<file path="config.mk">
export PLATFORM = sky130hd
export DESIGN_NAME = dmrb_bank
export DESIGN_NICKNAME = d
export VERILOG_FILES = /design/src/inc/dmrb_pkg.sv /design/src/core/dmrb_bank.sv /design/src/core/dmrb_result_slot.sv
export SDC_FILE = /design/constraint.sdc
export NUM_CORES = 1
export LEC_CHECK = 0
export BUFFER_PORTS_ARGS = -buffer_cell sky130_fd_sc_hd__buf_4
export CORE_UTILIZATION = 35
export DETAILED_ROUTE_END_ITERATION = 8
export SKIP_LAST_GASP = 1
export SYNTH_ARGS = -nofsm -noshare
export SYNTH_HDL_FRONTEND = slang
export SYNTH_SLANG_ARGS = --single-unit
</file>
<file path="constraint.sdc">
create_clock -name i_ref_clk -period 3.85 [get_ports i_ref_clk]
set_input_delay 0.9625 -clock i_ref_clk [delete_from_list [all_inputs] [get_ports i_ref_clk]]
set_output_delay 0.9625 -clock i_ref_clk [all_outputs]
set_load 0.01 [all_outputs]
</file>
<file path="src/inc/dmrb_pkg.sv">
// Package with register map, channel identifiers and carrier types of the monitor readback bank.
package dmrb_pkg;

   localparam int unsigned NUM_CH     = 6;
   localparam int unsigned RESULT_W   = 12;
   localparam int unsigned ADDR_W     = 8;
   localparam int unsigned DATA_W     = 8;
   localparam int unsigned CH_W       = 3;

   // Byte addresses of the register pairs; the high part sits at the even address.
   localparam logic [7:0] OUTPUT2_POS_MONITOR_HIGH   = 8'h66;
   localparam logic [7:0] OUTPUT2_POS_MONITOR_LOW    = 8'h67;
   localparam logic [7:0] OUTPUT2_NEG_MONITOR_HIGH   = 8'h68;
   localparam logic [7:0] OUTPUT2_NEG_MONITOR_LOW    = 8'h69;
   localparam logic [7:0] TEMPERATURE_MONITOR_HIGH   = 8'h6A;
   localparam logic [7:0] TEMPERATURE_MONITOR_LOW    = 8'h6B;
   localparam logic [7:0] BIAS_LOAD_MONITOR_HIGH     = 8'h6C;
   localparam logic [7:0] BIAS_LOAD_MONITOR_LOW      = 8'h6D;
   localparam logic [7:0] ANALOG_SUPPLY_MONITOR_HIGH = 8'h6E;
   localparam logic [7:0] ANALOG_SUPPLY_MONITOR_LOW  = 8'h6F;
   localparam logic [7:0] GENERAL_ANALOG_MONITOR_HIGH = 8'h70;
   localparam logic [7:0] GENERAL_ANALOG_MONITOR_LOW  = 8'h71;

   localparam logic [7:0] BANK_FIRST = OUTPUT2_POS_MONITOR_HIGH;
   localparam logic [7:0] BANK_LAST  = GENERAL_ANALOG_MONITOR_LOW;
   localparam logic [7:0] UNMAPPED_DATA = 8'h00;

   // Channel identifiers held in bits 3..0 of each low register.
   localparam logic [3:0] ID_OUTPUT2_POS   = 4'h8;
   localparam logic [3:0] ID_OUTPUT2_NEG   = 4'h9;
   localparam logic [3:0] ID_TEMPERATURE   = 4'hA;
   localparam logic [3:0] ID_BIAS_LOAD     = 4'hB;
   localparam logic [3:0] ID_ANALOG_SUPPLY = 4'hC;
   localparam logic [3:0] ID_GENERAL       = 4'hD;

   localparam logic [11:0] RESULT_RESET = 12'h000;

   // Result field positions.
   localparam int unsigned HIGH_MSB = 11;
   localparam int unsigned HIGH_LSB = 4;
   localparam int unsigned LOW_MSB  = 3;

   // One conversion result arriving from the monitor converter.
   typedef struct packed {
      logic              valid;
      logic [CH_W-1:0]   channel;
      logic [11:0]       value;
   } dmrb_sample_s;

   // One access on the device control port.
   typedef struct packed {
      logic              rd;
      logic              wr;
      logic [7:0]        addr;
      logic [7:0]        wdata;
   } dmrb_access_s;

endpackage

</file>
<file path="src/core/dmrb_bank.sv">
// Read-only register bank of the diagnostic monitor results.
`timescale 1ns/1ps
// Summary of operation
// - Upper eight result bits sit in bits 7..0 of the high register, reset zero.
// - Lowest four result bits sit in bits 7..4 of the low register, reset zero.
// - Output 2 positive at 0x66/0x67, identifier 1000b in low bits 3..0.
// - Output 2 negative at 0x68/0x69, identifier 1001b in low bits 3..0.
// - Temperature at 0x6A/0x6B, identifier 1010b in low bits 3..0.
// - Bias load at 0x6C/0x6D, identifier 1011b in low bits 3..0.
// - Analog supply at 0x6E/0x6F, identifier 1100b in low bits 3..0.
// - General analog input at 0x70/0x71, identifier 1101b in low bits 3..0.
// - Freeze bit set stops result updates; clear lets them update continuously.
module dmrb_bank (
   // Clock and reset
   input  wire logic                  i_ref_clk,
   input  wire logic                  i_reset,
   // Monitor converter results
   input  wire dmrb_pkg::dmrb_sample_s i_sample,
   // Freeze control from the configuration register
   input  wire logic                  i_freeze_monitor_results,
   // Control port access
   input  wire dmrb_pkg::dmrb_access_s i_access,
   output logic                       o_hit,
   output logic [7:0]                 o_rdata
);

   logic [11:0] result   [dmrb_pkg::NUM_CH];
   logic [7:0]  rdata_r;
   logic [7:0]  rdata_nxt;

   // Fixed identifier of each channel slot, indexed by converter channel number.
   function automatic logic [3:0] chan_id(input logic [2:0] ch);
      unique case (ch)
         3'h0:    chan_id = dmrb_pkg::ID_OUTPUT2_POS;
         3'h1:    chan_id = dmrb_pkg::ID_OUTPUT2_NEG;
         3'h2:    chan_id = dmrb_pkg::ID_TEMPERATURE;
         3'h3:    chan_id = dmrb_pkg::ID_BIAS_LOAD;
         3'h4:    chan_id = dmrb_pkg::ID_ANALOG_SUPPLY;
         default: chan_id = dmrb_pkg::ID_GENERAL;
      endcase
   endfunction

   // Address decode shared by the read path and the hit flag.
   function automatic logic in_bank(input logic [7:0] a);
      in_bank = (a >= dmrb_pkg::BANK_FIRST) && (a <= dmrb_pkg::BANK_LAST);
   endfunction

   genvar g;
   generate
      for (g = 0; g < dmrb_pkg::NUM_CH; g++) begin : g_slot
         dmrb_result_slot u_slot (
            .i_ref_clk (i_ref_clk),
            .i_reset   (i_reset),
            .i_load    (i_sample.valid && (i_sample.channel == 3'(g))),
            .i_hold    (i_freeze_monitor_results),
            .i_value   (i_sample.value),
            .o_result  (result[g])
         );
      end
   endgenerate

   // Read mux; the pair index is the offset from the bank start divided by two.
   always_comb begin
      logic [7:0] off;
      logic [2:0] idx;
      off = 8'h00;
      idx = 3'h0;
      rdata_nxt = dmrb_pkg::UNMAPPED_DATA;
      if (in_bank(i_access.addr)) begin
         off = i_access.addr - dmrb_pkg::BANK_FIRST;
         idx = off[3:1];
         if (!off[0]) begin
            rdata_nxt = result[idx][dmrb_pkg::HIGH_MSB:dmrb_pkg::HIGH_LSB];
         end else begin
            rdata_nxt = {result[idx][dmrb_pkg::LOW_MSB:0], chan_id(idx)};
         end
      end
   end

   // Read data register; writes have no path to any stored state.
   always_ff @(posedge i_ref_clk) begin
      if (i_reset) begin
         rdata_r <= dmrb_pkg::UNMAPPED_DATA;
      end else if (i_access.rd) begin
         rdata_r <= rdata_nxt;
      end
   end

   assign o_rdata = rdata_r;
   assign o_hit   = in_bank(i_access.addr);

   property p_low_id_on_read;
      @(posedge i_ref_clk) disable iff (i_reset)
      (i_access.rd && i_access.addr == dmrb_pkg::OUTPUT2_POS_MONITOR_LOW)
         |=> (o_rdata[3:0] == dmrb_pkg::ID_OUTPUT2_POS);
   endproperty
   a_low_id_on_read: assert property (p_low_id_on_read) else $error("bad id 0x67");

   property p_id_neg;
      @(posedge i_ref_clk) disable iff (i_reset)
      (i_access.rd && i_access.addr == dmrb_pkg::OUTPUT2_NEG_MONITOR_LOW)
         |=> (o_rdata[3:0] == dmrb_pkg::ID_OUTPUT2_NEG);
   endproperty
   a_id_neg: assert property (p_id_neg) else $error("bad id 0x69");

   property p_id_temp;
      @(posedge i_ref_clk) disable iff (i_reset)
      (i_access.rd && i_access.addr == dmrb_pkg::TEMPERATURE_MONITOR_LOW)
         |=> (o_rdata[3:0] == dmrb_pkg::ID_TEMPERATURE);
   endproperty
   a_id_temp: assert property (p_id_temp) else $error("bad id 0x6B");

   property p_id_bias;
      @(posedge i_ref_clk) disable iff (i_reset)
      (i_access.rd && i_access.addr == dmrb_pkg::BIAS_LOAD_MONITOR_LOW)
         |=> (o_rdata[3:0] == dmrb_pkg::ID_BIAS_LOAD);
   endproperty
   a_id_bias: assert property (p_id_bias) else $error("bad id 0x6D");

   property p_id_supply;
      @(posedge i_ref_clk) disable iff (i_reset)
      (i_access.rd && i_access.addr == dmrb_pkg::ANALOG_SUPPLY_MONITOR_LOW)
         |=> (o_rdata[3:0] == dmrb_pkg::ID_ANALOG_SUPPLY);
   endproperty
   a_id_supply: assert property (p_id_supply) else $error("bad id 0x6F");

   property p_id_general;
      @(posedge i_ref_clk) disable iff (i_reset)
      (i_access.rd && i_access.addr == dmrb_pkg::GENERAL_ANALOG_MONITOR_LOW)
         |=> (o_rdata[3:0] == dmrb_pkg::ID_GENERAL);
   endproperty
   a_id_general: assert property (p_id_general) else $error("bad id 0x71");

   property p_high_byte;
      @(posedge i_ref_clk) disable iff (i_reset)
      (i_access.rd && i_access.addr == dmrb_pkg::TEMPERATURE_MONITOR_HIGH)
         |=> (o_rdata == $past(result[2][11:4]));
   endproperty
   a_high_byte: assert property (p_high_byte) else $error("high byte mismatch");

   property p_low_nibble;
      @(posedge i_ref_clk) disable iff (i_reset)
      (i_access.rd && i_access.addr == dmrb_pkg::OUTPUT2_POS_MONITOR_LOW)
         |=> (o_rdata[7:4] == $past(result[0][3:0]));
   endproperty
   a_low_nibble: assert property (p_low_nibble) else $error("low nibble mismatch");

   property p_freeze;
      @(posedge i_ref_clk) disable iff (i_reset)
      i_freeze_monitor_results |=> $stable(result[0]) && $stable(result[1])
         && $stable(result[2]) && $stable(result[3])
         && $stable(result[4]) && $stable(result[5]);
   endproperty
   a_freeze: assert property (p_freeze) else $error("result changed while frozen");

   property p_update;
      @(posedge i_ref_clk) disable iff (i_reset)
      (!i_freeze_monitor_results && i_sample.valid && i_sample.channel == 3'h1)
         |=> (result[1] == $past(i_sample.value));
   endproperty
   a_update: assert property (p_update) else $error("result not updated");

   property p_write_ignored;
      @(posedge i_ref_clk) disable iff (i_reset)
      (i_access.wr && !i_sample.valid) |=> $stable(result[0]) && $stable(result[1])
         && $stable(result[2]) && $stable(result[3])
         && $stable(result[4]) && $stable(result[5]);
   endproperty
   a_write_ignored: assert property (p_write_ignored) else $error("write changed result");

   property p_high_pos;
      @(posedge i_ref_clk) disable iff (i_reset)
      (i_access.rd && i_access.addr == dmrb_pkg::OUTPUT2_POS_MONITOR_HIGH)
         |=> (o_rdata == $past(result[0][11:4]));
   endproperty
   a_high_pos: assert property (p_high_pos) else $error("bad high 0x66");

   property p_high_neg;
      @(posedge i_ref_clk) disable iff (i_reset)
      (i_access.rd && i_access.addr == dmrb_pkg::OUTPUT2_NEG_MONITOR_HIGH)
         |=> (o_rdata == $past(result[1][11:4]));
   endproperty
   a_high_neg: assert property (p_high_neg) else $error("bad high 0x68");

   property p_high_bias;
      @(posedge i_ref_clk) disable iff (i_reset)
      (i_access.rd && i_access.addr == dmrb_pkg::BIAS_LOAD_MONITOR_HIGH)
         |=> (o_rdata == $past(result[3][11:4]));
   endproperty
   a_high_bias: assert property (p_high_bias) else $error("bad high 0x6C");

   property p_high_supply;
      @(posedge i_ref_clk) disable iff (i_reset)
      (i_access.rd && i_access.addr == dmrb_pkg::ANALOG_SUPPLY_MONITOR_HIGH)
         |=> (o_rdata == $past(result[4][11:4]));
   endproperty
   a_high_supply: assert property (p_high_supply) else $error("bad high 0x6E");

   property p_high_general;
      @(posedge i_ref_clk) disable iff (i_reset)
      (i_access.rd && i_access.addr == dmrb_pkg::GENERAL_ANALOG_MONITOR_HIGH)
         |=> (o_rdata == $past(result[5][11:4]));
   endproperty
   a_high_general: assert property (p_high_general) else $error("bad high 0x70");

   property p_low_neg;
      @(posedge i_ref_clk) disable iff (i_reset)
      (i_access.rd && i_access.addr == dmrb_pkg::OUTPUT2_NEG_MONITOR_LOW)
         |=> (o_rdata[7:4] == $past(result[1][3:0]));
   endproperty
   a_low_neg: assert property (p_low_neg) else $error("bad nibble 0x69");

   property p_low_temp;
      @(posedge i_ref_clk) disable iff (i_reset)
      (i_access.rd && i_access.addr == dmrb_pkg::TEMPERATURE_MONITOR_LOW)
         |=> (o_rdata[7:4] == $past(result[2][3:0]));
   endproperty
   a_low_temp: assert property (p_low_temp) else $error("bad nibble 0x6B");

   property p_low_bias;
      @(posedge i_ref_clk) disable iff (i_reset)
      (i_access.rd && i_access.addr == dmrb_pkg::BIAS_LOAD_MONITOR_LOW)
         |=> (o_rdata[7:4] == $past(result[3][3:0]));
   endproperty
   a_low_bias: assert property (p_low_bias) else $error("bad nibble 0x6D");

   property p_low_supply;
      @(posedge i_ref_clk) disable iff (i_reset)
      (i_access.rd && i_access.addr == dmrb_pkg::ANALOG_SUPPLY_MONITOR_LOW)
         |=> (o_rdata[7:4] == $past(result[4][3:0]));
   endproperty
   a_low_supply: assert property (p_low_supply) else $error("bad nibble 0x6F");

   property p_low_general;
      @(posedge i_ref_clk) disable iff (i_reset)
      (i_access.rd && i_access.addr == dmrb_pkg::GENERAL_ANALOG_MONITOR_LOW)
         |=> (o_rdata[7:4] == $past(result[5][3:0]));
   endproperty
   a_low_general: assert property (p_low_general) else $error("bad nibble 0x71");

   property p_update_pos;
      @(posedge i_ref_clk) disable iff (i_reset)
      (!i_freeze_monitor_results && i_sample.valid && i_sample.channel == 3'h0)
         |=> (result[0] == $past(i_sample.value));
   endproperty
   a_update_pos: assert property (p_update_pos) else $error("stale ch0");

   property p_update_temp;
      @(posedge i_ref_clk) disable iff (i_reset)
      (!i_freeze_monitor_results && i_sample.valid && i_sample.channel == 3'h2)
         |=> (result[2] == $past(i_sample.value));
   endproperty
   a_update_temp: assert property (p_update_temp) else $error("stale ch2");

   property p_update_bias;
      @(posedge i_ref_clk) disable iff (i_reset)
      (!i_freeze_monitor_results && i_sample.valid && i_sample.channel == 3'h3)
         |=> (result[3] == $past(i_sample.value));
   endproperty
   a_update_bias: assert property (p_update_bias) else $error("stale ch3");

   property p_update_supply;
      @(posedge i_ref_clk) disable iff (i_reset)
      (!i_freeze_monitor_results && i_sample.valid && i_sample.channel == 3'h4)
         |=> (result[4] == $past(i_sample.value));
   endproperty
   a_update_supply: assert property (p_update_supply) else $error("stale ch4");

   property p_update_general;
      @(posedge i_ref_clk) disable iff (i_reset)
      (!i_freeze_monitor_results && i_sample.valid && i_sample.channel == 3'h5)
         |=> (result[5] == $past(i_sample.value));
   endproperty
   a_update_general: assert property (p_update_general) else $error("stale ch5");

   property p_reset_clear;
      @(posedge i_ref_clk) disable iff (i_reset)
      $past(i_reset) |-> (o_rdata == dmrb_pkg::UNMAPPED_DATA)
         && (result[0] == dmrb_pkg::RESULT_RESET) && (result[1] == dmrb_pkg::RESULT_RESET)
         && (result[2] == dmrb_pkg::RESULT_RESET) && (result[3] == dmrb_pkg::RESULT_RESET)
         && (result[4] == dmrb_pkg::RESULT_RESET) && (result[5] == dmrb_pkg::RESULT_RESET);
   endproperty
   a_reset_clear: assert property (p_reset_clear) else $error("not cleared by reset");

   property p_unmapped_zero;
      @(posedge i_ref_clk) disable iff (i_reset)
      (i_access.rd && !o_hit)
         |=> (o_rdata == dmrb_pkg::UNMAPPED_DATA);
   endproperty
   a_unmapped_zero: assert property (p_unmapped_zero) else $error("unmapped nonzero");

   property p_hit_inside;
      @(posedge i_ref_clk) disable iff (i_reset)
      ((i_access.addr == dmrb_pkg::BANK_FIRST) || (i_access.addr == dmrb_pkg::BANK_LAST))
         |-> o_hit;
   endproperty
   a_hit_inside: assert property (p_hit_inside) else $error("no hit at bank end");

   property p_hit_outside;
      @(posedge i_ref_clk) disable iff (i_reset)
      ((i_access.addr == dmrb_pkg::BANK_FIRST - 8'h01) || (i_access.addr == 8'h01 + dmrb_pkg::BANK_LAST))
         |-> !o_hit;
   endproperty
   a_hit_outside: assert property (p_hit_outside) else $error("hit outside bank");

   property p_write_rdata;
      @(posedge i_ref_clk) disable iff (i_reset)
      (i_access.wr && !i_access.rd)
         |=> $stable(o_rdata);
   endproperty
   a_write_rdata: assert property (p_write_rdata) else $error("write moved rdata");

   property p_spare_channel;
      @(posedge i_ref_clk) disable iff (i_reset)
      (i_sample.valid && i_sample.channel > 3'h5)
         |=> $stable(result[0]) && $stable(result[1]) && $stable(result[2])
         && $stable(result[3]) && $stable(result[4]) && $stable(result[5]);
   endproperty
   a_spare_channel: assert property (p_spare_channel) else $error("spare load");

endmodule

</file>
<file path="src/core/dmrb_result_slot.sv">
// One monitored channel: stored 12-bit result with hold control.
`timescale 1ns/1ps
module dmrb_result_slot (
   // Clock and reset
   input  wire logic        i_ref_clk,
   input  wire logic        i_reset,
   // Update request
   input  wire logic        i_load,
   input  wire logic        i_hold,
   input  wire logic [11:0] i_value,
   // Stored result
   output logic      [11:0] o_result
);

   logic [11:0] result_r;

   always_ff @(posedge i_ref_clk) begin
      if (i_reset) begin
         result_r <= dmrb_pkg::RESULT_RESET;
      end else if (i_load && !i_hold) begin
         result_r <= i_value;
      end
   end

   assign o_result = result_r;

endmodule

</file>
==> results of run 1 <==
## power by group through the flow
| stage | Clock (mW) | Sequential (mW) | Combinational [mW] |
|---|---|---|---|
| after floorplan | 0 | 0.860 | 0.0937 |
| after global placement | 0 | 0.860 | 0.151 |
| after detailed placement | 0 | 0.861 | 0.155 |
| after CTS | 0.618 | 0.841 | 0.155 |
| after global routing | 0.667 | 0.843 | 0.170 |
| final | 0.599 | 0.841 | 0.154 |
## cell usage in the layout (no fill, tap or decap), types with 2 or more instances in the layout
| cell | count |
|---|---|
| a2111oi_0 | 4 |
| a211oi_1 | 3 |
| a21oi_1 | 9 |
| a221oi_1 | 2 |
| buf_4 | 43 |
| clkbuf_8 | 10 |
| clkinv_2 | 3 |
| dfxtp_1 | 80 |
| ha_1 | 5 |
| inv_1 | 6 |
| mux2_2 | 2 |
| mux2i_1 | 82 |
| mux4_2 | 11 |
| nand2_1 | 2 |
| nand2b_1 | 5 |
| nor2_1 | 77 |
| nor4_1 | 2 |
| o21ai_0 | 2 |
| o311ai_0 | 8 |
| o32ai_1 | 4 |
## cell families (layout without fill, tap and decap cells)
kind of cell / count (synthesis) / after routing / share of synthesized area
compound gates: 34 / 34 / 0.0685
xor+xnor: 2 / 2 / 0.00480
fa+ha+maj: 5 / 5 / 0.0171
buf+inv: 30 / 65 / 0.0415
flops: 80 / 80 / 0.439
mux: 96 / 96 / 0.306
simple gates: 99 / 99 / 0.124
## worst max path at each step
stage,slack [ns],startpoint,to,depth (start not counted)
floorplan,1.03,i_access[9],o_rdata[3],8
global placement,0.94,i_access[9],o_rdata[0],6
detailed placement,0.89,i_access[9],o_rdata[0],6
CTS,1.06,i_access[9],o_hit,4
global route,1.00,i_access[9],o_hit,4
finish,1.07,i_access[9],o_hit,4
## worst register-to-register path, stage by stage (launching register included)
cell	delay, ns
dfxtp_1	0.31
mux4_2	0.47
a221oi_1	0.43
o32ai_1	0.14
## Yosys cell counts (2+ instances only)
| master | instances |
|---|---|
| mux2i_1 | 82 |
| dfxtp_1 | 80 |
| nor2_1 | 77 |
| clkbuf_1 | 12 |
| mux4_2 | 11 |
| a21oi_1 | 9 |
| o311ai_0 | 8 |
| inv_1 | 6 |
| buf_4 | 5 |
| ha_1 | 5 |
| nand2b_1 | 5 |
| a2111oi_0 | 4 |
| buf_2 | 4 |
| o32ai_1 | 4 |
| a211oi_1 | 3 |
| a221oi_1 | 2 |
| buf_6 | 2 |
| mux2_2 | 2 |
| nand2_1 | 2 |
| nor4_1 | 2 |
| o21ai_0 | 2 |
## area by class of cell
class | count | area [um^2] | share of cell area
clock buffer | 11 | 141 | 0.0335
clock inverter | 4 | 45.0 | 0.0107
inverter | 6 | 22.5 | 0.00534
multi-input combinational | 236 | 1900 | 0.450
sequential | 80 | 1600 | 0.380
tap | 133 | 166 | 0.0394
timing repair buffer | 44 | 343 | 0.0813
## state kept, by name (all words and copies together), names as in the netlist
name / cells
o_rdata: 8
g_slot.u_slot.o_result: 72
## per-stage QoR
step	util	setup WS, ns
after detailed placement	0.405	0.889
after floorplan	-	1.03
final	0.424	1.07
after global placement	0.405	0.939
after global routing	0.424	1.00
after CTS	0.424	1.06
## layer usage
layer	up-vias	wire, um	track usage
met3	7	312	0.0363
met5	-	0	0
met4	0	101	0.0561
met2	55	3890	0.265
met1	1260	4000	0.215
li1	1303	-	-
==> flow_metrics.tcl, run 1 <==
set metrics [dict create \
    ys_seq_area_frac 0.439 \
    syn_area_per_cell_um2 10.6 \
    r2r_cells 3 \
    antenna_found_initial 0 \
    cts_buffer_depth 2 \
    cts_root_buf "clkbuf_8" \
    vias 2625 \
    insertion_delay_ns 0.35 \
    synth_async_sr_flop_share 0 \
    hold-path-endpoint "o_rdata[2]" \
    comb_power_share 0.097 \
    synth_cell_type_count 40 \
    core-area_mm2 0.00995 \
    grt_first_pass_wirelength_um 13700 \
    worst-path-buf-inv 2 \
    hold_viol_final 0 \
    clockPowerShare 0.375 \
    drv_slew 0 \
    wl_um 8300 \
    place_area_mm2 0.00403 \
    grt.total_usage 0.164 \
    fill_cells 958 \
    cp_data_arrival_time_ns 1.82 \
    vias_per_cell 5.11 \
    grt_max_degree 82 \
    start_util 0.367 \
    synthCells 346 \
    hold_slack_ns 0.478 \
    syn_area_mm2 0.00365 \
    cts.clk_slew.worst_paths_ns 0.08 \
    drv_cap 0 \
    hp-start "o_rdata[2]" \
    final_cells 514 \
    nets 419 \
    crit_family "buffers and inverters" \
    power_density_mw_per_mm2 378 \
    io_pins 46 \
    timing.final.crit_share 0.723 \
    holdCritPathClass "flip-flop to flip-flop" \
    die_y_um 104 \
    place_inst 499 \
    max_slew_margin 0.446 \
    clock_sinks 80 \
    setup_viol 0 \
    gp_congestion 0.702 \
    r2r-start "g_slot[2].u_slot.o_result[4]" \
    synthTopCellsByArea "dfxtp_1 44%, mux2i_1 22%, nor2_1 7.9%" \
    cts_buffers 9 \
    end_kind "output port" \
    worst_pin_slew_ns 0.831 \
    port_buffers 36 \
    fmax_mhz 359 \
    htreeDepth 3 \
    place_hpwl_um 5160 \
    path_max_fanout 15 \
    grt_remaining_overflow 0 \
    p_seq_frac 0.528 \
    crit_chain "buf_4 -> o31a_1 -> nor4_1 -> buf_4" \
    drtIter0Drc 132 \
    n_antenna_cell 0 \
    critPathRequiredTime_ns 2.89 \
    cp_slowest_cell "o31a_1" \
    synthesis.nets 388 \
    switching_share 0.239 \
    die_area_mm2 0.0108 \
    cp_slowest_stage_delay_ns 0.31 \
    wl_per_cell_um 16.1 \
    synthToLayoutAreaGrowth_pct 15.5 \
    report.power.total_mw 1.59 \
    ys_seq_elements 80 \
    ys.flop_type "dfxtp_1" \
    route.detailed.drc 0 \
    num_rows 36 \
    power.internal_mw 1.21 \
    cts_tree "yes" \
    synth_top_area_cell "dfxtp_1" \
    setup_tns_ns 0 \
    holdPathStages 2 \
    period_minus_slack_ns 2.78 \
    die_w_um 104 \
    fin_worst_skew_ns 0.00777 \
    dr.pass1.iters 4 \
    post_cts_resize_count 0 \
    synth_edf_count 0 \
    grt_pass1_vias 2599 \
    p_sw_uw 381 \
    fin_area_mm2 0.00422 \
    cts_setup_buffers 0 \
    synth_warnings 0 \
    synth_top_area_frac 0.439 \
    r2r_setup_slack_ns 2.35 \
    rsz0062_at_grt "no" \
    crit_type "input pin to output port" \
    drive_above_1_share 0.202 \
    status "complete, no violations" \
    startpoint_type "input pin" \
    cts_hold_buf 0 \
    power.leakage_nw 1.79 \
    ant_nets 0 \
    worst_r2r_endpoint "o_rdata[0]" \
    peakVddDrop_mv 0.128 \
    cpMostUsedCell "buf_4" \
]
Power figures use the tool's default switching activity.
==> run 2: changes to the inputs <==
==> constraint.sdc (replaced) <==
create_clock -name i_ref_clk -period 2.6 [get_ports i_ref_clk]
set_input_delay 0.65 -clock i_ref_clk [delete_from_list [all_inputs] [get_ports i_ref_clk]]
set_output_delay 0.65 -clock i_ref_clk [all_outputs]
set_load 0.01 [all_outputs]
==> flow_metrics.tcl, run 2 (synthesis gave the netlist of run 1 again) <==
set metrics [dict create \
    holdCritPathClass "flip-flop to flip-flop" \
    grt_first_pass_wirelength_um 13300 \
    timing.final.crit_share 0.814 \
    status "complete, no violations" \
    period_minus_slack_ns 2.12 \
    hold_viol_final 0 \
    drtIter0Drc 95 \
    fin_area_mm2 0.00431 \
    cts_hold_buf 0 \
    final_cell_mix "82 x mux2i_1, 80 x dfxtp_1, 77 x nor2_1" \
    seq_area_mm2 0.00160 \
    drv_slew 0 \
    largest_reg_flops 72 \
    cts_buffer_depth 2 \
    grt_max_degree 40 \
    postLayoutCoreUtil 0.433 \
    cp_slowest_stage_delay_ns 0.29 \
    fmax_mhz 473 \
    cp_data_arrival_time_ns 1.47 \
    hp-start "o_rdata[1]" \
    cpMostUsedCell "buf_4" \
    fin_ws_ns 0.485 \
    worst_pin_slew_ns 0.421 \
    cts.clk_slew.worst_paths_ns 0.08 \
    dr.pass1.iters 4 \
    r2r-start "g_slot[2].u_slot.o_result[4]" \
    place_area_mm2 0.00409 \
    wl_per_cell_um 16.0 \
    max_slew_margin 0.719 \
    synthToLayoutAreaGrowth_pct 18.0 \
    report.power.total_mw 2.50 \
    die_y_um 104 \
    dp_worst_setup_slack_ns 0.217 \
    cp_slowest_cell "o31a_1" \
    grt.total_usage 0.158 \
    ant_nets 0 \
    crit_type "input pin to output port" \
    power_density_mw_per_mm2 579 \
    cts_tree "yes" \
    peakVddDrop_mv 0.371 \
    die_area_mm2 0.0108 \
    route.detailed.drc 0 \
    htreeDepth 3 \
    fill_cells 942 \
    n_antenna_cell 0 \
    nets 425 \
    post_cts_resize_count 0 \
    wl_um 8310 \
    grt_remaining_overflow 0 \
    setup_viol 0 \
    rsz0062_at_grt "no" \
    io_pins 46 \
    place_hpwl_um 5460 \
    end_kind "output port" \
    die_w_um 104 \
    startpoint_type "input pin" \
    clock_sinks 80 \
    multi_input_area_mm2 0.00190 \
    power.leakage_nw 1.83 \
    crit_chain "buf_4 -> o31a_1 -> nor4_1 -> buf_4" \
    drive_above_1_share 0.219 \
    start_util 0.367 \
    final_common_cell "mux2i_1" \
    port_buffers 36 \
    crit_start "i_access[9]" \
    insertion_delay_ns 0.35 \
    drv_cap 0 \
    path_max_fanout 10 \
    cts_setup_buffers 0 \
    vias_per_cell 5.12 \
    cts_buffers 9 \
    grt_pass1_vias 2598 \
    core-area_mm2 0.00995 \
    num_rows 36 \
    cts_root_buf "clkbuf_8" \
    setup_tns_ns 0 \
    fin_worst_skew_ns 0.00671 \
    vias 2668 \
    critPathRequiredTime_ns 1.95 \
    antenna_found_initial 0 \
    gp_congestion 0.699 \
]
[run 2: cell types whose count changed in the layout (fill, tap and decap cells not counted)]
cell        delta
clkinvlp_4     +1
buf_12         +1
clkbuf_1       -1
bufinv_16      +1
buf_4          +5
[run 2: metrics by stage]
step | hold slack [ns] | instances
floorplan | 0.451 | 346
global placement | 0.465 | 505
detailed placement | 0.478 | 505
CTS | 0.491 | 521
global route | 0.512 | 521
finish | 0.482 | 521
[run 2: critical path: cells and delay by family]
kind | cells | cell delay, ns
AO/OA/AOI/OAI | 1 | 0.29
AND/OR/NAND/NOR | 1 | 0.19
buffers and inverters | 2 | 0.33
[run 2: final cells by class]
type | instances | area share
Multi-Input combinational cell | 236 | 0.441
Clock buffer | 10 | 0.0319
Inverter | 6 | 0.00522
Sequential cell | 80 | 0.372
Timing Repair Buffer | 50 | 0.0929
Clock inverter | 6 | 0.0192
Tap cell | 133 | 0.0386
[run 2: path summary, 6_finish.rpt]
| kind | slack (ns) | cells past startpoint | end |
|---|---|---|---|
| hold reg to reg | 0.48 | 2 | o_rdata[1] |
| hold / removal | 0.48 | 2 | o_rdata[1] |
| setup reg to reg | 1.11 | 3 | o_rdata[0] |
| setup / recovery | 0.48 | 4 | o_hit |
[run 2: routing by layer]
metal,GRT usage,share of wire
met4,0.0602,0.014
met2,0.251,0.46
met3,0.0313,0.025
met5,0,0
met1,0.210,0.50
[run 2: power by group]
group | leakage [nW] | switching, mW | internal, mW | total (mW)
clock | 0.112 | 0.448 | 0.562 | 1.01
combinational | 1.07 | 0.134 | 0.107 | 0.241
sequential | 0.646 | 0.00704 | 1.24 | 1.25
total | 1.83 | 0.589 | 1.91 | 2.50
